==> config.mk <==
export PLATFORM = sky130hd
export DESIGN_NAME = endpoint_config_registers
export DESIGN_NICKNAME = d
export VERILOG_FILES = /design/src/hdl/ep_cfg_pkg.sv /design/src/hdl/link_timeout_timer.sv /design/src/hdl/request_gate.sv /design/src/hdl/endpoint_config_registers.sv
export VERILOG_INCLUDE_DIRS = /design/src /design/src/hdl
export SDC_FILE = /design/constraint.sdc
export NUM_CORES = 1
export LEC_CHECK = 0
export ABC_CLOCK_PERIOD_IN_PS = 3900
export BUFFER_PORTS_ARGS = -buffer_cell sky130_fd_sc_hd__buf_2
export CORE_ASPECT_RATIO = 1.4
export CORE_MARGIN = 4
export CORE_UTILIZATION = 59
export DETAILED_ROUTE_END_ITERATION = 6
export HOLD_SLACK_MARGIN = 0.12
export PLACE_DENSITY_LB_ADDON = 0.15
export SYNTH_ARGS = -nofsm -noshare
export SYNTH_HDL_FRONTEND = slang
export SYNTH_HIERARCHICAL = 1
export SYNTH_SLANG_ARGS = --single-unit
==> constraint.sdc <==
create_clock -name ref_clk -period 3.9 [get_ports ref_clk]
set_input_delay 0.39 -clock ref_clk [delete_from_list [all_inputs] [get_ports ref_clk]]
set_output_delay 0.39 -clock ref_clk [all_outputs]
set_load 0.05 [all_outputs]
==> src/hdl/ep_cfg_regs.svh <==
`ifndef EP_CFG_REGS_SVH
`define EP_CFG_REGS_SVH

// ----------------------------------------
// register byte offsets
// ----------------------------------------
`define OFS_DEV_IDENT    8'h00
`define OFS_ASM_IDENT    8'h08
`define OFS_ASM_INFO     8'h0C
`define OFS_PE_FEAT      8'h10
`define OFS_SER_BASE     8'h14
`define OFS_LANE_BASE    8'h18
`define OFS_USER_BASE    8'h1C
`define OFS_LINK_TO      8'h20
`define OFS_RESP_TO      8'h24
`define OFS_GEN_CTRL     8'h28
`define OFS_STATUS       8'h2C

// ----------------------------------------
// field positions
// ----------------------------------------
`define PE_BRIDGE_BIT    31
`define PE_MEMORY_BIT    30
`define PE_PROC_BIT      29
`define GC_HOST_BIT      31
`define GC_MEN_BIT       30
`define GC_DISC_BIT      29
`define TO_VAL_LSB       8
`define ST_EXPIRED_BIT   0
`define ST_RUNNING_BIT   1
`define ST_LAYOUT_BIT    2

// ----------------------------------------
// reset values and layout constants
// ----------------------------------------
`define LINK_TO_RST      24'hFF_FFFF
`define RESP_TO_RST      24'hFF_FFFF
`define XF_SPACE_LO      17'h0_0100
`define XF_SPACE_HI      17'h0_FFFF
`define SER_BLK_SIZE     17'h0_0100
`define LANE_BLK_SIZE    17'h0_0400
`define USER_BLK_ALIGN   17'h0_0100

// ----------------------------------------
// timing: full-scale link timeout
// ----------------------------------------
`define CLK_MHZ          100
`define LINK_TO_MAX_MS   4500
`define LINK_TO_FULL     16777215
`define LINK_TO_UNIT_CYC ((`LINK_TO_MAX_MS * 1000 * `CLK_MHZ) / `LINK_TO_FULL)

`endif

==> src/hdl/ep_cfg_pkg.sv <==
package ep_cfg_pkg;

  // advertised processing element kind
  typedef enum logic [1:0] {
    PE_BRIDGE,
    PE_MEMORY,
    PE_PROCESSOR
  } pe_type_t;

  // link timeout timer state
  typedef enum logic {
    TMR_IDLE,
    TMR_RUN
  } tmr_state_t;

endpackage

==> src/hdl/link_timeout_timer.sv <==
`timescale 1ns/100ps
`include "ep_cfg_regs.svh"

module link_timeout_timer
  import ep_cfg_pkg::*;
#(
  parameter int UNIT_CYC = `LINK_TO_UNIT_CYC
) (
  input  wire logic        ref_clk,   // system clock
  input  wire logic        rst_b,     // async reset, low
  input  wire logic        ce,        // clock enable
  input  wire logic        start,     // symbol now awaited
  input  wire logic        done,      // awaited symbol arrived
  input  wire logic [23:0] limit,     // programmed timeout
  output logic             expired,   // one-cycle expiry pulse
  output logic             running    // timer active
);

  localparam int PW = (UNIT_CYC > 1) ? $clog2(UNIT_CYC) : 1;
  localparam logic [PW-1:0] PMAX = PW'(UNIT_CYC - 1);

  tmr_state_t  state_r;
  logic [PW-1:0] pre_r;
  logic [23:0] units_r;
  logic        tick;

  assign tick    = (pre_r == PMAX);
  assign running = (state_r == TMR_RUN);

  // -----------------------------
  // state and counters
  // -----------------------------
  // a new start always restarts, even mid-count
  always_ff @(posedge ref_clk or negedge rst_b) begin
    if (!rst_b) begin
      state_r <= TMR_IDLE;
      pre_r   <= '0;
      units_r <= '0;
      expired <= 1'b0;
    end else if (ce) begin
      expired <= 1'b0;
      case (state_r)
        TMR_IDLE: begin
          if (start) begin                            // [RULE_17]
            state_r <= TMR_RUN;
            pre_r   <= '0;
            units_r <= '0;
          end
        end
        TMR_RUN: begin
          if (start) begin                            // [RULE_17]
            pre_r   <= '0;
            units_r <= '0;
          end else if (done) begin                    // [RULE_17]
            state_r <= TMR_IDLE;
          end else if (tick) begin
            pre_r <= '0;
            // duration grows linearly with limit [RULE_11]
            if (units_r >= limit) begin
              state_r <= TMR_IDLE;
              expired <= 1'b1;                        // [RULE_10]
            end else begin
              units_r <= units_r + 24'h00_0001;
            end
          end else begin
            pre_r <= pre_r + PW'(1);
          end
        end
        default: state_r <= TMR_IDLE;
      endcase
    end
  end

endmodule

==> src/hdl/request_gate.sv <==
`timescale 1ns/100ps

module request_gate (
  input  wire logic master_en,  // issuing allowed
  input  wire logic ureq_valid, // user request offered
  output logic      ureq_ready, // user request taken
  output logic      lreq_valid, // request toward link
  input  wire logic lreq_ready  // link takes request
);

  // responses bypass this gate; only new requests are held
  assign lreq_valid = ureq_valid & master_en;  // [RULE_13]
  assign ureq_ready = lreq_ready & master_en;  // [RULE_13]

endmodule

==> src/hdl/endpoint_config_registers.sv <==
// Operation
// RULE_01 - device identity register is fixed; writes are ignored.
// RULE_02 - assembly identity fields fixed at build time, no behavioural effect.
// RULE_03 - assembly revision fixed at build time, no behavioural effect.
// RULE_04 - element type is bridge, memory or processor; memory default; no effect.
// RULE_05 - serial port block spans 0x100 bytes, lane block 0x400 bytes.
// RULE_06 - serial port block base lies below lane block base.
// RULE_07 - each block base is a multiple of its own block size.
// RULE_08 - user block lives outside, above lane base plus 0x400.
// RULE_09 - user block base is 0x100 aligned inside extended space.
// RULE_10 - link timer runs while awaiting symbol; expiry starts error recovery.
// RULE_11 - link timeout scales linearly; all-ones gives about 4.5 s.
// RULE_12 - user logic does lost-packet detection from response timeout value.
// RULE_13 - without master enable no requests leave; responses still go.
// RULE_14 - cleared at build, requests stay refused until software writes 1.
// RULE_15 - host bit is recorded only and steers nothing.
// RULE_16 - discovered bit is recorded only and steers nothing.
// RULE_17 - link timer restarts per awaited symbol, stops on arrival.
//
// Decided for this implementation: the Wishbone slave port and the address map.
`timescale 1ns/100ps
`include "ep_cfg_regs.svh"

module endpoint_config_registers
  import ep_cfg_pkg::*;
#(
  parameter logic [31:0] DEV_IDENT   = 32'h1234_5678, // arbitrary value
  parameter logic [15:0] ASM_ID      = 16'h00A5,      // arbitrary value
  parameter logic [15:0] ASM_VENDOR  = 16'h005A,      // arbitrary value
  parameter logic [15:0] ASM_REV     = 16'h0001,      // arbitrary value
  parameter pe_type_t    PE_TYPE     = PE_MEMORY,
  parameter logic [15:0] SER_BASE    = 16'h0100,
  parameter logic [15:0] LANE_BASE   = 16'h0400,
  parameter bit          USER_XF_EN  = 1'b0,
  parameter logic [15:0] USER_BASE   = 16'h0800,
  parameter logic [23:0] LINK_TO_RV  = `LINK_TO_RST,
  parameter logic [23:0] RESP_TO_RV  = `RESP_TO_RST,
  parameter bit          HOST_RV     = 1'b0,
  parameter bit          MEN_RV      = 1'b0,
  parameter bit          DISC_RV     = 1'b0,
  parameter int          UNIT_CYC    = `LINK_TO_UNIT_CYC
) (
  input  wire logic        ref_clk,        // 100 MHz clock
  input  wire logic        rst_b,          // async reset, low
  input  wire logic        ce,             // clock enable
  // wishbone slave
  input  wire logic        wb_cyc,         // bus cycle
  input  wire logic        wb_stb,         // strobe
  input  wire logic        wb_we,          // write
  input  wire logic [7:0]  wb_adr,         // byte address
  input  wire logic [3:0]  wb_sel,         // byte enables
  input  wire logic [31:0] wb_dat_w,       // write data
  output logic [31:0]      wb_dat_r,       // read data
  output logic             wb_ack,         // acknowledge
  // config space decode
  input  wire logic [15:0] xf_addr,        // config byte address
  output logic             xf_ser_sel,     // hits serial block
  output logic             xf_lane_sel,    // hits lane block
  output logic             xf_user_sel,    // hits user block
  // link timer
  input  wire logic        ack_wait,       // symbol now awaited
  input  wire logic        ack_seen,       // symbol arrived
  output logic             recovery_start, // start error recovery
  // request path
  input  wire logic        ureq_valid,     // user request
  output logic             ureq_ready,     // user request taken
  output logic             lreq_valid,     // request to link
  input  wire logic        lreq_ready,     // link takes request
  // loose outputs
  output logic [23:0]      resp_to_val,    // response timeout
  output logic             master_en,      // master enable level
  output logic             host_flag,      // host bit
  output logic             disc_flag       // discovered bit
);

  // ----------------------------------------
  // bus strobes
  // ----------------------------------------
  logic        ack_r;
  logic        req;
  logic        wr;
  logic [31:0] rd_nxt;
  logic [31:0] rd_r;

  assign req = wb_cyc & wb_stb & ~ack_r;
  assign wr  = req & wb_we;

  // byte-lane merge for writable registers
  function automatic logic [31:0] merge(input logic [31:0] old,
                                        input logic [31:0] new_v,
                                        input logic [3:0]  sel);
    logic [31:0] res;
    res = old;
    for (int i = 0; i < 4; i++) begin
      if (sel[i]) begin
        res[i*8 +: 8] = new_v[i*8 +: 8];
      end
    end
    return res;
  endfunction

  // ----------------------------------------
  // extended feature layout
  // ----------------------------------------
  logic [16:0] ser_b;
  logic [16:0] lane_b;
  logic [16:0] user_b;
  logic        layout_ok;
  logic        user_ok;

  assign ser_b  = {1'b0, SER_BASE};
  assign lane_b = {1'b0, LANE_BASE};
  assign user_b = {1'b0, USER_BASE};

  // optional outer block checked only when present
  assign user_ok = !USER_XF_EN ||
                   ((user_b >= lane_b + `LANE_BLK_SIZE) &&       // [RULE_08]
                    ((user_b % `USER_BLK_ALIGN) == 17'h0_0000) && // [RULE_09]
                    (user_b <= `XF_SPACE_HI));                   // [RULE_09]

  // a bad layout cannot be repaired here; it is flagged in status
  assign layout_ok = ((ser_b % `SER_BLK_SIZE) == 17'h0_0000) &&  // [RULE_07]
                     ((lane_b % `LANE_BLK_SIZE) == 17'h0_0000) && // [RULE_07]
                     (ser_b < lane_b) &&                         // [RULE_06]
                     (ser_b >= `XF_SPACE_LO) &&
                     (lane_b + `LANE_BLK_SIZE <= `XF_SPACE_HI + 17'h0_0001) &&
                     user_ok;

  // ----------------------------------------
  // block decode of config addresses
  // ----------------------------------------
  logic [16:0] ea;

  assign ea = {1'b0, xf_addr};

  // registered so fabric timing sees a flop
  always_ff @(posedge ref_clk or negedge rst_b) begin
    if (!rst_b) begin
      xf_ser_sel  <= 1'b0;
      xf_lane_sel <= 1'b0;
      xf_user_sel <= 1'b0;
    end else if (ce) begin
      xf_ser_sel  <= (ea >= ser_b) && (ea < ser_b + `SER_BLK_SIZE);   // [RULE_05]
      xf_lane_sel <= (ea >= lane_b) && (ea < lane_b + `LANE_BLK_SIZE); // [RULE_05]
      xf_user_sel <= USER_XF_EN && (ea >= user_b) &&
                     (ea <= `XF_SPACE_HI);                           // [RULE_08]
    end
  end

  // ----------------------------------------
  // fixed identity words
  // ----------------------------------------
  logic [31:0] asm_ident;
  logic [31:0] asm_info;
  logic [31:0] pe_feat;

  // build-time constants; only the read mux reads them
  assign asm_ident = {ASM_ID, ASM_VENDOR};              // [RULE_02]
  assign asm_info  = {ASM_REV, SER_BASE};               // [RULE_03]

  // one-hot type bit, memory unless built otherwise
  always_comb begin
    pe_feat = 32'h0000_0000;
    case (PE_TYPE)                                      // [RULE_04]
      PE_BRIDGE:    pe_feat[`PE_BRIDGE_BIT] = 1'b1;
      PE_PROCESSOR: pe_feat[`PE_PROC_BIT]   = 1'b1;
      default:      pe_feat[`PE_MEMORY_BIT] = 1'b1;
    endcase
  end

  // ----------------------------------------
  // link timeout register
  // ----------------------------------------
  logic [23:0] link_to_r;
  logic [31:0] link_to_w;

  assign link_to_w = merge({link_to_r, 8'h00}, wb_dat_w, wb_sel);

  always_ff @(posedge ref_clk or negedge rst_b) begin
    if (!rst_b) begin
      link_to_r <= LINK_TO_RV;
    end else if (ce && wr && wb_adr == `OFS_LINK_TO) begin
      link_to_r <= link_to_w[31:`TO_VAL_LSB];
    end
  end

  // ----------------------------------------
  // response timeout register
  // ----------------------------------------
  logic [23:0] resp_to_r;
  logic [31:0] resp_to_w;

  assign resp_to_w = merge({resp_to_r, 8'h00}, wb_dat_w, wb_sel);

  // only stored and handed out; user logic does the timing
  always_ff @(posedge ref_clk or negedge rst_b) begin
    if (!rst_b) begin
      resp_to_r <= RESP_TO_RV;
    end else if (ce && wr && wb_adr == `OFS_RESP_TO) begin
      resp_to_r <= resp_to_w[31:`TO_VAL_LSB];           // [RULE_12]
    end
  end

  assign resp_to_val = resp_to_r;                       // [RULE_12]

  // ----------------------------------------
  // port general control
  // ----------------------------------------
  logic        host_r;
  logic        men_r;
  logic        disc_r;
  logic [31:0] gc_cur;
  logic [31:0] gc_w;

  assign gc_cur = {host_r, men_r, disc_r, 29'h0000_0000};
  assign gc_w   = merge(gc_cur, wb_dat_w, wb_sel);

  // master enable starts at its build value [RULE_14]
  always_ff @(posedge ref_clk or negedge rst_b) begin
    if (!rst_b) begin
      host_r <= HOST_RV;
      men_r  <= MEN_RV;                                 // [RULE_14]
      disc_r <= DISC_RV;
    end else if (ce && wr && wb_adr == `OFS_GEN_CTRL) begin
      host_r <= gc_w[`GC_HOST_BIT];                     // [RULE_15]
      men_r  <= gc_w[`GC_MEN_BIT];                      // [RULE_14]
      disc_r <= gc_w[`GC_DISC_BIT];                     // [RULE_16]
    end
  end

  // host and discovered only reach status pins and the read mux
  assign host_flag = host_r;                            // [RULE_15]
  assign disc_flag = disc_r;                            // [RULE_16]
  assign master_en = men_r;

  // ----------------------------------------
  // request gating
  // ----------------------------------------
  request_gate u_gate (
    .master_en  (men_r),
    .ureq_valid (ureq_valid),
    .ureq_ready (ureq_ready),
    .lreq_valid (lreq_valid),
    .lreq_ready (lreq_ready)
  );

  // ----------------------------------------
  // link timeout timer
  // ----------------------------------------
  logic tmr_exp;
  logic tmr_run;

  link_timeout_timer #(
    .UNIT_CYC (UNIT_CYC)
  ) u_tmr (
    .ref_clk (ref_clk),
    .rst_b   (rst_b),
    .ce      (ce),
    .start   (ack_wait),
    .done    (ack_seen),
    .limit   (link_to_r),
    .expired (tmr_exp),
    .running (tmr_run)
  );

  assign recovery_start = tmr_exp;                      // [RULE_10]

  // ----------------------------------------
  // status: sticky expiry
  // ----------------------------------------
  logic exp_r;
  logic exp_clr;

  assign exp_clr = wr && wb_adr == `OFS_STATUS &&
                   wb_sel[0] && wb_dat_w[`ST_EXPIRED_BIT];

  // a new expiry beats a clear in the same cycle
  always_ff @(posedge ref_clk or negedge rst_b) begin
    if (!rst_b) begin
      exp_r <= 1'b0;
    end else if (ce) begin
      if (tmr_exp) begin
        exp_r <= 1'b1;
      end else if (exp_clr) begin
        exp_r <= 1'b0;
      end
    end
  end

  // ----------------------------------------
  // read mux
  // ----------------------------------------
  // identity word has no write path at all [RULE_01]
  always_comb begin
    rd_nxt = 32'h0000_0000;
    if (wb_adr == `OFS_DEV_IDENT) begin
      rd_nxt = DEV_IDENT;                               // [RULE_01]
    end else if (wb_adr == `OFS_ASM_IDENT) begin
      rd_nxt = asm_ident;
    end else if (wb_adr == `OFS_ASM_INFO) begin
      rd_nxt = asm_info;
    end else if (wb_adr == `OFS_PE_FEAT) begin
      rd_nxt = pe_feat;
    end else if (wb_adr == `OFS_SER_BASE) begin
      rd_nxt = {16'h0000, SER_BASE};
    end else if (wb_adr == `OFS_LANE_BASE) begin
      rd_nxt = {16'h0000, LANE_BASE};
    end else if (wb_adr == `OFS_USER_BASE) begin
      rd_nxt = USER_XF_EN ? {16'h0000, USER_BASE} : 32'h0000_0000;
    end else if (wb_adr == `OFS_LINK_TO) begin
      rd_nxt = {link_to_r, 8'h00};
    end else if (wb_adr == `OFS_RESP_TO) begin
      rd_nxt = {resp_to_r, 8'h00};
    end else if (wb_adr == `OFS_GEN_CTRL) begin
      rd_nxt = gc_cur;
    end else if (wb_adr == `OFS_STATUS) begin
      rd_nxt[`ST_EXPIRED_BIT] = exp_r;
      rd_nxt[`ST_RUNNING_BIT] = tmr_run;
      rd_nxt[`ST_LAYOUT_BIT]  = layout_ok;
    end
  end

  // ----------------------------------------
  // ack and read data
  // ----------------------------------------
  // unmapped words still ack, reading zero, so the bus never hangs
  always_ff @(posedge ref_clk or negedge rst_b) begin
    if (!rst_b) begin
      ack_r <= 1'b0;
      rd_r  <= 32'h0000_0000;
    end else if (ce) begin
      ack_r <= req;
      if (req && !wb_we) begin
        rd_r <= rd_nxt;
      end
    end
  end

  assign wb_ack   = ack_r;
  assign wb_dat_r = rd_r;

endmodule

# ---- Yosys cells after proc, flatten, opt, wreduce, memory -nomap -nowiden
# Index checks and enable logic that the tools add are counted.
dict set report totals {
  wordCells 107
  out_inout_bits 66
  reg_bits 118
  in_bits 70
}
dict set report classes {
  magnitude_cmp 5
  reduce_logical 24
  add_sub_neg 2
  bitwise_logic 7
  mux 36
  eq_ne 15
}
# operator count
set ops {}
lappend ops {{two-way mux 32 bit} 9}
lappend ops {{two-way mux 24 bit} 5}
lappend ops {{one-hot mux 24 bit (2 select lines)} 1}
lappend ops {{== test 8 x 5 -> 1 bit (second input constant)} 4}
lappend ops {{== test 8 x 6 -> 1 bit (second input constant)} 4}
lappend ops {{two-way mux 29 bit} 1}
lappend ops {{adder 24 x 1 -> 24 bit (second input constant)} 1}
lappend ops {{greater-or-equal comparator 24 bit} 1}
lappend ops {{two-way mux 5 bit} 4}
lappend ops {{AND reduction 2 bit} 9}
lappend ops {{== test 8 x 4 -> 1 bit (second input constant)} 2}
lappend ops {{greater-or-equal comparator 16 x 11 -> 1 bit (second input constant)} 1}
lappend ops {{greater-or-equal comparator 16 x 9 -> 1 bit (second input constant)} 1}
lappend ops {{less-than comparator 16 x 10 -> 1 bit (second input constant)} 1}
lappend ops {{less-than comparator 16 x 12 -> 1 bit (second input constant)} 1}
lappend ops {{two-way mux 1 bit} 12}
lappend ops {{logical AND 1 bit} 10}
lappend ops {{one-hot mux 5 bit (2 select lines)} 1}
lappend ops {{inequality test 3 bit (second input constant)} 3}
lappend ops {{zero test 8 bit} 1}
lappend ops {{two-way mux 3 bit} 2}
lappend ops {{adder 5 x 1 -> 5 bit (second input constant)} 1}
lappend ops {{AND 1 bit} 5}
lappend ops {{== test 5 bit (second input constant)} 1}
lappend ops {{7 further kinds} 8}

# ---- Logic depth before layout (Yosys ltp)
# Gate-level depths: netlist of run 1.
dict set report logic_depth {
  word_depth 12
  mapped_depth 10
  mapped_depth_nobuf 8
}

# ---- Cells and area by module
# Netlist of run 1, hierarchy kept.
# module seq_area_each_um2 n_inst cells_per_inst area_per_inst_um2
set modules_own_cells {}
lappend modules_own_cells {endpoint_config_registers 2162.1 1 315 3863.7}
lappend modules_own_cells {link_timeout_timer 775.7 1 274 2382.3}
lappend modules_own_cells {request_gate 0.0 1 2 12.5}

# ---- Least setup slack after synthesis of run 1
# No wires, ideal clock.
dict set report synth_timing {
  path_type {reg2reg}
  from {register link_to_r[9]}
  to {register u_tmr.units_r[16]}
  setup_ns 0.078
  required_time_ns 3.822
  synth_period_minus_slack_ns 2.472
  path_stages_with_launch 10
  arrival_ns 2.394
  path_buffers 1
  slack_ns 1.428
  path_cell_list {dfstp_2 -> inv_1 -> ha_1 -> a21o_1 -> a221o_1 -> a22oi_2 -> nand3_2 -> buf_6 -> or4_1 -> a21oi_1}
}
dict set report synth_between {
  elab_chain_len 3
}
# element line_no
set synth_lines {}
lappend synth_lines {{start: declaration} endpoint_config_registers.sv:174} ;# logic [23:0] link_to_r;
lappend synth_lines {{start signal: assignment} endpoint_config_registers.sv:183} ;# link_to_r <= link_to_w[31:`TO_VAL_LSB];
lappend synth_lines {{greater-or-equal comparator 24 bit} link_timeout_timer.sv:59} ;# if (units_r >= limit) begin
lappend synth_lines {{inequality test 3 bit (no line)} --}
lappend synth_lines {{AND reduction 5 bit (no line)} --}
lappend synth_lines {{end signal: assignment} link_timeout_timer.sv:63} ;# units_r <= units_r + 24'h00_0001;
lappend synth_lines {{end: declaration} link_timeout_timer.sv:24} ;# logic [23:0] units_r;
# Every way passes these cells.
# A chain may end at the register's enable or synchronous reset.

# ---- Worst setup path in the final report of run 1
dict set report layout_timing {
  from {register link_to_r[21]}
  to {register u_tmr.units_r[0]}
}
# Same word-level chain as after synthesis.

==> results of run 1 <==
metal layers:
layer | vias up | share of wire | track usage
met3 | 43 | 0.055 | 0.05536
met5 | - | 0 | 0
met2 | 211 | 0.53 | 0.4859
met4 | 0 | 0.030 | 0.1215
met1 | 2630 | 0.39 | 0.3240
li1 | 2423 | - | -
flip-flops by register name (all words and copies together), names as in the netlist:
| name | count |
|---|---|
| host_flag | 1 |
| u_tmr/units_r | 24 |
| wb_ack | 1 |
| u_tmr/running | 1 |
| wb_dat_r | 29 |
| link_to_r | 24 |
| resp_to_val | 24 |
| xf_ser_sel | 1 |
| exp_r | 1 |
| master_en | 1 |
| disc_flag | 1 |
| u_tmr/pre_r | 5 |
| xf_lane_sel | 1 |
| u_tmr/expired | 1 |
cell usage in the layout (no fill, tap or decap), types with 4 or more instances in the layout:
master,n
buf_2,117
dfrtp_1,67
nand2_1,57
mux2_2,51
dfstp_2,48
inv_1,37
o21ai_0,30
ha_1,27
a21oi_1,23
o31ai_1,20
a22oi_1,19
nand3_1,18
nor2_1,17
clkbuf_16,17
or4_1,15
nand2b_1,11
nand4_1,11
nor3_1,10
mux2i_1,9
nor4_1,7
and3_1,6
o211ai_1,6
buf_4,5
clkinv_4,4
cell type report:
type | instances | area (µm²) | share of cell area
timing repair buffer | 122 | 623.1 | 0.08267
inverter | 37 | 138.9 | 0.01843
sequential | 115 | 2938 | 0.3898
clock buffer | 20 | 446.7 | 0.05926
tap | 138 | 172.7 | 0.02291
antenna | 1 | 2.502 | 0.0003320
multi-input combinational | 414 | 3059 | 0.4059
clock inverter | 12 | 156.4 | 0.02075
metrics by stage:
step / area [µm²] / cells / total power, mW / util
after floorplan: 6262 / 592 / 1.448 / -
after global placement: 6932 / 826 / 1.540 / 0.6697
after detailed placement: 6932 / 826 / 1.550 / 0.6697
after CTS: 7535 / 858 / 3.124 / 0.7280
after global routing: 7535 / 858 / 3.207 / 0.7280
final: 7537 / 859 / 3.113 / 0.7282
power by group through the flow:
stage	logic (mW)	registers, mW	clock network (mW)
6_report	0.291	1.24	1.58
3_3_place_gp	0.283	1.26	0
3_5_place_dp	0.290	1.26	0
4_1_cts	0.292	1.24	1.59
2_1_floorplan	0.124	1.32	0
5_1_grt	0.313	1.24	1.65
path summary, 6_finish.rpt:
path | start | to | depth (start not counted)
setup / recovery | link_to_r[21]$_DFFE_PN1P_ | u_tmr/units_r[0]$_DFFE_PN0P_ | 8
hold / removal | rst_b | wb_dat_r[22]$_DFFE_PN0P_ | 1
setup reg to reg | link_to_r[21]$_DFFE_PN1P_ | u_tmr/units_r[0]$_DFFE_PN0P_ | 8
hold reg to reg | wb_dat_r[31]$_DFFE_PN0P_ | wb_dat_r[31]$_DFFE_PN0P_ | 2
max in group asynchronous | rst_b | resp_to_val[8]$_DFFE_PN1P_ | 2
min in group ref_clk | xf_addr[8] | xf_ser_sel$_DFFE_PN0P_ | 3
kinds of logic (layout without fill, tap and decap cells):
| kind of cell | count (synthesis) | after routing | share of synthesized area |
|---|---|---|---|
| simple gates | 194 | 194 | 0.1845 |
| compound gates | 131 | 131 | 0.1419 |
| flops | 115 | 115 | 0.4694 |
| buf+inv | 63 | 191 | 0.04338 |
| mux | 60 | 60 | 0.1062 |
| fa+ha+maj | 27 | 27 | 0.05398 |
| other cells | 1 | 3 | 0.0005992 |
==> summary.md, run 1 <==
| Metric | Value |
|---|---|
| Status | completed |
| Final hold slack | 0.1400 ns |
| Syn avg cell area | 10.59 µm² |
| Ports | 136 |
| Register area share after synthesis | 0.4694 |
| # resized after CTS | 0 |
| Drt wl/cell | 19.32 µm |
| GRT Overall Usage | 0.2762 |
| Headroom to the max-slew limit | 0.3194 |
| Dpl ws | 0.7750 ns |
| Clock latency on the worst-skew pair | 0.42 ns |
| Final worst slack | 0.7437 ns |
| Max Fclk | 316.8 MHz |
| Post-route DRC | 0 |
| Vias in the first global route | 5311 |
| EDFF count, synth | 0 |
| Number of port buffers | 118 |
| Slowest cell on crit path | a31oi_4 |
| Hold Vio Cnt, Final | 0 |
| Starting Density | 0.6047 |
| Fin crit share | 0.8093 |
| Buffers and inverters on the worst path | 1 |
| CP startpoint kind | flip-flop |
| Clock Sinks | 115 |
| Clock transition at the registers of the reported paths | 0.06 ns |
| Worst path max stage delay | 0.76 ns |
| Endpoints failing setup | 0 |
| Fill cells | 794 |
| Max IR drop VDD | 0.3374 mV |
| CTS root buf | clkbuf_16 |
| Chip Height | 129.9 µm |
| # rows | 44 |
| Layout area overhead | 20.43% |
| Layout Nets | 804 |
| Most used cell, CP | nand4_1 |
| FF+latch count, synth | 115 |
| Post-CTS Setup Inserts | 0 |
| Detail Placement HPWL | 11.95 mm |
| Setup CP Type | flip-flop to flip-flop |
| Grt ovf | 0 |
| Sequential Power Share | 0.399 |
| First-pass GRT wire length | 26.40 mm |
| Starting DRT DRC Count | 253 |
| Worst slew pin tran | 1.021 ns |
| Share of cells above drive strength 1 | 0.3806 |
| Clock tree buffer depth | 2 |
| Family with the most delay on the worst path | simple AND/OR/NAND/NOR gates |
| Static leakage | 3.327 nW |
| Top post-synthesis cells by area | dfrtp_1 (27%), dfstp_2 (20%), mux2_2 (9.2%) |
| Total CTS buffers | 17 |
| Top-area cell type share of the netlist area | 0.2679 |
| RSZ-0062 raised after global routing | false |
| Core area | 10350 µm² |
| Clk pwr share | 0.507 |
| Most frequent cell after synthesis | dfrtp_1 |
| Vias/cell | 6.178 |
| Clock skew | 0.007757 ns |
| Largest net degree at the start of global routing | 83 |
| Die span in x | 95.05 µm |
| Internal power | 2.321 mW |
| Synth warn | 6 |
| # H-tree levels | 4 |
| Commonest cells in the netlist | dfrtp_1 (67), nand2_1 (57), mux2_2 (51) |
| Gate Count Post-Synth | 591 |
| Required @ worst endpoint | 4.21 ns |
| FF-to-FF setup slack | 0.74 ns |
| Die ar. | 12340 µm² |
| Pwr dens | 413.0 nW/µm² |
| Yosys top cell by area | dfrtp_1 |
| Sw Ratio | 0.2543 |
| Via count | 5307 |
| Switching pwr | 0.7916 mW |
| Arrival @ worst endpoint | 3.46 ns |
| Min Tclk post-route | 3.156 ns |
| CTS tree | done |
| Worst hold path class | input port to asynchronous set/reset pin |
| TritonRoute pass-1 iters | 4 |
| Async S/R FF share, synth | 1.000 |
| CTS Hold Bufs | 0 |
| GP Congestion | 0.9193 |
| Max-cap viol count | 0 |
| CP Max Fanout | 37 |
| Top FF cell, synth | dfrtp_1 |
| CP Capture Type | flip-flop |
| Final wirelength | 16.59 mm |
| Antenna violations before repair | 0 |
| Logic pwr share | 0.094 |
| Final Max Slew Viols | 0 |
| Remaining antenna violation count | 0 |
| Post-synthesis cell area | 6259 µm² |
| Post-synthesis cell type count | 69 |
| Cell Chain, Critical Path | inv_1 > ha_1 > nand4_1 > nor4_2 > nand4_1 > a31oi_4 > nor2_1 > o31ai_1 |
| Final TNS setup | 0 ns |
No activity file was read; power rests on OpenSTA's default activity.
==> run 2: changes to the inputs <==
--- a/config.mk
+++ b/config.mk
@@ -6,11 +6,12 @@
 export SDC_FILE = /design/constraint.sdc
 export NUM_CORES = 1
 export LEC_CHECK = 0
-export ABC_CLOCK_PERIOD_IN_PS = 3900
+export ABC_AREA = 1
+export ABC_CLOCK_PERIOD_IN_PS = 3200
 export BUFFER_PORTS_ARGS = -buffer_cell sky130_fd_sc_hd__buf_2
 export CORE_ASPECT_RATIO = 1.4
 export CORE_MARGIN = 4
-export CORE_UTILIZATION = 59
+export CORE_UTILIZATION = 56
 export DETAILED_ROUTE_END_ITERATION = 6
 export HOLD_SLACK_MARGIN = 0.12
 export PLACE_DENSITY_LB_ADDON = 0.15
==> constraint.sdc (replaced) <==
create_clock -name ref_clk -period 3.2 [get_ports ref_clk]
set_input_delay 0.32 -clock ref_clk [delete_from_list [all_inputs] [get_ports ref_clk]]
set_output_delay 0.32 -clock ref_clk [all_outputs]
set_load 0.05 [all_outputs]
==> run 2 against run 1 <==
Worst setup slack got worse by 0.11 ns. Largest cell class unchanged. Flip-flop and latch count unchanged. Critical path depth increased by 5. Hold slack gained 0.022 ns. Largest power group unchanged. Sequential share of layout area fell by 3.3 points.
==> summary.md, run 2 <==
| Metric | Value |
|---|---|
| Clock tree buffer depth | 2 (unchanged) |
| GRT Overall Usage | 0.2548 (-0.02140) |
| Yosys top cell by area | dfrtp_1 |
| Status | completed |
| Drt wl/cell | 14.53 µm (-25%) |
| # H-tree levels | 4 (unchanged) |
| Vias in the first global route | 6157 (+16%) |
| Post-synthesis cell type count | 40 (-42%) |
| Most frequent cells in the layout | nand2_1 (329), buf_2 (117), inv_1 (105) |
| EDFF count, synth | 0 (unchanged) |
| Final Max Slew Viols | 0 (unchanged) |
| Final worst slack | 0.6307 ns (-0.1130 ns) |
| Pwr dens | 480.1 nW/µm² (+16%) |
| Commonest non-fill, non-tap cell in the layout | nand2_1 |
| Clock Sinks | 115 (unchanged) |
| Main combinational cell family by area after synthesis | simple AND/OR/NAND/NOR gates |
| GP Congestion | 0.8848 (-3.8%) |
| Max-cap viol count | 0 (unchanged) |
| # resized after CTS | 0 (unchanged) |
| FF-to-FF setup slack | 0.63 ns (-0.11 ns) |
| CTS tree | done |
| Most frequent cell after synthesis | nand2_1 |
| Min Tclk post-route | 2.569 ns (-0.5870 ns) |
| Die ar. | 14390 µm² (+17%) |
| Headroom to the max-slew limit | 0.4808 (+0.1614) |
| CP Capture Type | flip-flop |
| Startpoint of the worst hold path | wb_dat_w[12] |
| FF-to-FF Start | link_to_r[23]$_DFFE_PN1P_ |
| Die span in x | 102.5 µm (+7.9%) |
| DP Area | 7630 µm² (+10%) |
| Clock transition at the registers of the reported paths | 0.06 ns (about the same) |
| Via count | 6229 (+17%) |
| RR Endpoint | u_tmr/units_r[8]$_DFFE_PN0P_ |
| Max reg flops | 29 (unchanged) |
| Family with the most delay on the worst path | simple AND/OR/NAND/NOR gates |
| Vias/cell | 5.234 (-15%) |
| Internal power | 2.871 mW (+24%) |
| Async S/R FF share, synth | 1.000 (unchanged) |
| Post-synthesis cell area | 7007 µm² (+12%) |
| Largest net degree at the start of global routing | 60 (-28%) |
| Hold Vio Cnt, Final | 0 (unchanged) |
| Worst path max stage delay | 0.54 ns (-0.22 ns) |
| Compound-Gate Fraction of Synth Area | 0.09054 (-0.05141) |
| Chip Height | 140.4 µm (+8.1%) |
| Antenna violations before repair | 0 (unchanged) |
| Required @ worst endpoint | 3.54 ns (-0.67 ns) |
| Clk pwr share | 0.488 (-0.019) |
| Top-area cell type share of the netlist area | 0.2393 (-0.02861) |
| Layout Nets | 1124 (+40%) |
| Core area | 12310 µm² (+19%) |
| Area share of and/or/nand/nor cells after synthesis | 0.3450 (+0.1605) |
| Hold depth | 3 |
| Top post-synthesis cells by area | dfrtp_1 (24%), dfstp_2 (18%), nand2_1 (18%) |
| Switching pwr | 1.087 mW (+37%) |
| Synth warn | 6 (unchanged) |
| Top FF cell, synth | dfrtp_1 |
| Slowest cell on crit path | dfstp_2 |
| Dpl ws | 0.6452 ns (-0.1298 ns) |
| Most used cell, CP | nand2_1 |
| Buffers and inverters on the worst path | 2 (+1) |
| Clock latency on the worst-skew pair | 0.41 ns (about the same) |
| Cell Chain, Critical Path | inv_1 > ha_1 > nand2_1 > nor2_1 > nand2_1 > inv_1 > nand2_1 > nand3_1 > nor2_1 > nand3_4 > nand2_4 > nand2_1 > nand2_1 |
| Worst-case reg-to-reg path depth | 13 (+5) |
| Setup CP Type | flip-flop to flip-flop |
| Final instance area | 8243 µm² (+9.4%) |
| CP startpoint kind | flip-flop |
| Worst hold path class | input port to flip-flop |
| Register area share after synthesis | 0.4193 (-0.05013) |
| Commonest cells in the netlist | nand2_1 (329), inv_1 (105), nor2_1 (77) |
| CP Max Fanout | 25 (-32%) |
| Antenna diodes | 0 (-1) |
| Endpoints failing setup | 0 (unchanged) |
| Post-Synth Adder-Cell Area | 0.04821 (-0.005764) |
| Remaining antenna violation count | 0 (unchanged) |
| Final core utilization | 0.6695 (-0.05873) |
| RSZ-0062 raised after global routing | false |
| Post-route DRC | 0 (unchanged) |
| Arrival @ worst endpoint | 2.90 ns (-0.56 ns) |
| Hold Path Sink | resp_to_val[4]$_DFFE_PN1P_ |
| Multiplexer share of the synthesized area | 0 (-0.1062) |
| Starting Density | 0.5691 (-0.03558) |
| Detail Placement HPWL | 12.54 mm (+5.0%) |
| Grt ovf | 0 (unchanged) |
| Starting DRT DRC Count | 243 (-4.0%) |
| Max IR drop VDD | 0.3203 mV (-5.1%) |
| Number of port buffers | 118 (unchanged) |
| First-pass GRT wire length | 29.15 mm (+10%) |
| Ports | 136 (unchanged) |
| Static leakage | 4.127 nW (+24%) |
| Gate Count Post-Synth | 912 (+54%) |
| Worst slew pin tran | 0.7788 ns (-0.2421 ns) |
| TritonRoute pass-1 iters | 7 (+3) |
| Final TNS setup | 0 ns (unchanged) |
| Sw Ratio | 0.2746 (+0.02030) |
| Max Fclk | 389.2 MHz (+23%) |
| FF+latch count, synth | 115 (unchanged) |
| Share of cells above drive strength 1 | 0.2731 (-0.1075) |
| Final wirelength | 17.29 mm (+4.2%) |
| Sequential Power Share | 0.391 (-0.008) |
| # rows | 48 (+9.1%) |
| Xor/xnor share of the synthesized area | 0.006250 (+0.006250) |
| Clock skew | 0.009189 ns (+0.001432 ns) |
| Layout area overhead | 17.64% |
| CTS root buf | clkbuf_16 |
| Syn avg cell area | 7.683 µm² (-27%) |
| Total CTS buffers | 17 (unchanged) |
| Logic pwr share | 0.120 (+0.026) |
| Crit. Startpoint | link_to_r[23]$_DFFE_PN1P_ |
| Fin crit share | 0.8029 (-0.006413) |
## run 2: per-stage QoR
| stage | total power [mW] | cells | hold WS (ns) |
|---|---|---|---|
| after detailed placement | 2.048 | 1157 | 0.4454 |
| final | 3.957 | 1190 | 0.1622 |
| after CTS | 3.987 | 1190 | 0.1536 |
| after floorplan | 1.894 | 913 | 0.02441 |
| after global placement | 2.041 | 1157 | 0.4455 |
| after global routing | 4.109 | 1190 | 0.1619 |
## run 2: layout make-up
| class | count | area (µm²) |
|---|---|---|
| flip-flops and latches | 115 | 2938 |
| multi-input cells | 656 | 3441 |
| repair buffers | 123 | 645.6 |
| well taps | 150 | 187.7 |
| inverters | 114 | 427.9 |
| fillers | 1066 | 4069 |
| clock inverters | 13 | 160.2 |
| clock buffers | 19 | 442.9 |
## run 2: worst min-delay path, cell delays in order
cell and delay, ns:
buf_2 0.09, inv_1 0.09, o21ai_2 0.06
## run 2: how the worst max path moves through the flow
stage / endpoint / slack (ns) / depth (start not counted)
global placement: u_tmr/units_r[19]$_DFFE_PN0P_ / 0.69 / 13
finish: u_tmr/units_r[8]$_DFFE_PN0P_ / 0.63 / 13
floorplan: u_tmr/units_r[10]$_DFFE_PN0P_ / 1.29 / 13
detailed placement: u_tmr/units_r[11]$_DFFE_PN0P_ / 0.65 / 13
global route: u_tmr/units_r[8]$_DFFE_PN0P_ / 0.40 / 13
CTS: u_tmr/units_r[8]$_DFFE_PN0P_ / 0.62 / 13
## run 2: what timing repair did
action / in CTS / in global routing
endpoints found under the hold margin: 34 / 0
hold buffers: 1 / 0
buffers inserted: 0 / 0
## run 2: metal layers
metal,share of wire,global-route usage
met1,0.42,0.3183
met2,0.51,0.4346
met3,0.052,0.04235
met4,0.027,0.09606
met5,0,0
## run 2: kinds of logic after synthesis
logic type,after synthesis
AND/OR/NAND/NOR,538
adder cells (fa/ha/maj),27
other,1
flip-flops,115
XOR/XNOR,5
AO/OA/AOI/OAI,84
buffers and inverters,142
## run 2: power by group through the flow
stage          clock network, mW  logic (mW)  registers, mW
6_report                    1.93       0.476           1.55
5_1_grt                     2.04       0.519           1.56
4_1_cts                     1.96       0.482           1.55
3_5_place_dp                   0       0.477           1.57
3_3_place_gp                   0       0.471           1.57
2_1_floorplan                  0       0.202           1.69
==> run 3: changes to the inputs <==
--- a/config.mk
+++ b/config.mk
@@ -6,12 +6,12 @@
 export SDC_FILE = /design/constraint.sdc
 export NUM_CORES = 1
 export LEC_CHECK = 0
-export ABC_AREA = 1
-export ABC_CLOCK_PERIOD_IN_PS = 3200
+export ABC_AREA = 0
+export ABC_CLOCK_PERIOD_IN_PS = 2700
 export BUFFER_PORTS_ARGS = -buffer_cell sky130_fd_sc_hd__buf_2
 export CORE_ASPECT_RATIO = 1.4
 export CORE_MARGIN = 4
-export CORE_UTILIZATION = 56
+export CORE_UTILIZATION = 55
 export DETAILED_ROUTE_END_ITERATION = 6
 export HOLD_SLACK_MARGIN = 0.12
 export PLACE_DENSITY_LB_ADDON = 0.15
==> constraint.sdc (replaced) <==
create_clock -name ref_clk -period 2.7 [get_ports ref_clk]
set_input_delay 0.27 -clock ref_clk [delete_from_list [all_inputs] [get_ports ref_clk]]
set_output_delay 0.27 -clock ref_clk [all_outputs]
set_load 0.05 [all_outputs]
==> run 3 against run 2 <==
Routed wire length grew 1.4%. Clock power grew 24%. Via count shrank 13%. Sequential share of layout area grew 1.1 points. Power grew 18%. Register-to-register slack lost 0.58 ns. Non-clock buffer count grew 40. Die area shrank 8.5%. Critical path depth shrank 4. Critical endpoint unchanged. Largest cell class unchanged. Largest power group unchanged.
==> summary.md, run 3 (synthesis gave the netlist of run 1 again) <==
| Metric | Value |
|---|---|
| Static leakage | 3.541 nW (-14%) |
| TritonRoute pass-1 iters | 7 (unchanged) |
| Via count | 5415 (-13%) |
| Number of port buffers | 118 (unchanged) |
| Total CTS buffers | 17 (unchanged) |
| Vias in the first global route | 5487 (-11%) |
| First-pass GRT wire length | 27.93 mm (-4.2%) |
| CTS root buf | clkbuf_16 |
| # H-tree levels | 4 (unchanged) |
| Arrival @ worst endpoint | 2.97 ns (+0.07 ns) |
| Ports | 136 (unchanged) |
| Clock skew | 0.009844 ns (+0.0006549 ns) |
| Pwr dens | 581.2 nW/µm² (+21%) |
| Final Max Slew Viols | 0 (unchanged) |
| Layout Nets | 845 (-25%) |
| Worst-case reg-to-reg path depth | 9 (-4) |
| Min Tclk post-route | 2.649 ns (+0.07998 ns) |
| Fin crit share | 0.9812 (+0.1783) |
| Status | completed |
| Most frequent cells in the layout | buf_2 (118), dfrtp_1 (67), nand2_1 (57) |
| Fill cells | 782 (-27%) |
| Final wirelength | 17.53 mm (+1.4%) |
| Hold depth | 2 (-1) |
| Chip Height | 134.2 µm (-4.4%) |
| Starting Density | 0.5700 (+0.0009228) |
| Antenna violations before repair | 0 (unchanged) |
| Worst slew pin tran | 0.7505 ns (-0.02835 ns) |
| RR Endpoint | u_tmr/units_r[8]$_DFFE_PN0P_ |
| CP Capture Type | flip-flop |
| Headroom to the max-slew limit | 0.4997 (+0.01890) |
| Clock latency on the worst-skew pair | 0.42 ns (about the same) |
| Max-cap viol count | 0 (unchanged) |
| Required @ worst endpoint | 3.03 ns (-0.51 ns) |
| FF-to-FF setup slack | 0.05 ns (-0.58 ns) |
| Setup CP Type | flip-flop to flip-flop |
| CP Max Fanout | 22 (-12%) |
| Startpoint of the worst hold path | wb_dat_w[11] |
| Grt ovf | 0 (unchanged) |
| Endpoints failing setup | 0 (unchanged) |
| Largest net degree at the start of global routing | 78 (+30%) |
| GP Congestion | 0.8758 (-1.0%) |
| Share of cells above drive strength 1 | 0.4021 (+0.1290) |
| Hold Path Sink | resp_to_val[3]$_DFFE_PN1P_ |
| # rows | 45 (-6.3%) |
| Post-route DRC | 0 (unchanged) |
| CP startpoint kind | flip-flop |
| Commonest non-fill, non-tap cell in the layout | buf_2 |
| Remaining antenna violation count | 0 (unchanged) |
| Clock Sinks | 115 (unchanged) |
| Final TNS setup | 0 ns (unchanged) |
| Core area | 10980 µm² (-11%) |
| Worst hold path class | input port to flip-flop |
| Max IR drop VDD | 0.4669 mV (+46%) |
| Hold Vio Cnt, Final | 0 (unchanged) |
| Die span in x | 98.16 µm (-4.3%) |
| Die ar. | 13170 µm² (-8.5%) |
| Starting DRT DRC Count | 340 (+40%) |
| Drt wl/cell | 19.43 µm (+34%) |
| Layout area overhead | 27.83% |
| Max Fclk | 377.5 MHz (-3.0%) |
| CTS tree | done |
| Final hold slack | 0.1371 ns (-0.02510 ns) |
| Max reg flops | 29 (unchanged) |
| Vias/cell | 6.003 (+15%) |
| GRT Overall Usage | 0.2654 (+0.01063) |
| Clock tree buffer depth | 2 (unchanged) |
| Detail Placement HPWL | 12.36 mm (-1.4%) |
| FF-to-FF Start | link_to_r[10]$_DFFE_PN1P_ |
| Antenna diodes | 0 (unchanged) |
| Clock transition at the registers of the reported paths | 0.06 ns (about the same) |
[run 3: cell count changes in the layout (fill, tap and decap cells not counted), moves of 45 or more]
cell,delta
nand2_1,-272
nor2_1,-60
inv_1,-68
mux2_2,+51
o21ai_2,-45
nand3_1,-56
[run 3: worst max-delay path: stages (launching register included)]
cell	delay, ns
dfstp_2	0.56
inv_1	0.05
ha_1	0.28
and2_1	0.18
a221o_1	0.31
a22oi_2	0.23
nand3_2	0.13
buf_12	0.18
or4_1	0.47
a21oi_1	0.17
[run 3: metrics by stage]
step                instance area (µm²)  cells    util  worst slack [ns]  total power, mW
finish                             8000    902  0.7287           0.05072            4.650
detailed placement                 7116    848  0.6481           0.01170            2.263
global route                       8000    902  0.7287         -0.001088            4.799
global placement                   7116    848  0.6481           0.08793            2.250
floorplan                          6262    592       -            0.2276            2.092
CTS                                7940    899  0.7232           0.02091            4.671
[run 3: cell type report]
cell class	instances	area, µm²	share of cell area
multi-input combinational	414	3100	0.3876
tap	141	176.4	0.02205
clock inverter	14	200.2	0.02502
inverter	37	138.9	0.01736
clock buffer	18	429.2	0.05364
timing repair buffer	163	1017	0.1272
sequential	115	2938	0.3672
[run 3: per-layer routing]
metal,vias up,track usage,part of all wire
li1,2505,-,-
met1,2666,0.3257,0.40
met2,201,0.4564,0.52
met3,43,0.05827,0.058
met4,0,0.1010,0.027
met5,-,0,0
[run 3: what timing repair did]
action / in CTS / in global routing
hold buffers: 19 / 0
setup buffers: 0 / 2
endpoints found under the hold margin: 49 / 0
cloned: 0 / 1
pin swaps: 0 / 8
resized for setup: 1 / 12
setup endpoints to repair: 1 / 18
[run 3: worst max-delay path by stage]
stage	to	slack, ns	from
floorplan	u_tmr/units_r[16]$_DFFE_PN0P_	0.23	link_to_r[9]$_DFFE_PN1P_
global placement	u_tmr/units_r[21]$_DFFE_PN0P_	0.09	link_to_r[9]$_DFFE_PN1P_
detailed placement	u_tmr/units_r[8]$_DFFE_PN0P_	0.01	link_to_r[21]$_DFFE_PN1P_
CTS	u_tmr/units_r[11]$_DFFE_PN0P_	0.02	link_to_r[11]$_DFFE_PN1P_
global route	u_tmr/units_r[18]$_DFFE_PN0P_	-0.001	link_to_r[13]$_DFFE_PN1P_
finish	u_tmr/units_r[8]$_DFFE_PN0P_	0.05	link_to_r[10]$_DFFE_PN1P_
[run 3: power breakdown]
group	switching (mW)	leakage, nW	internal, mW
registers	0.0275	1.41	1.77
logic	0.323	1.83	0.148
clock network	0.832	0.298	1.55
total	1.18	3.54	3.47
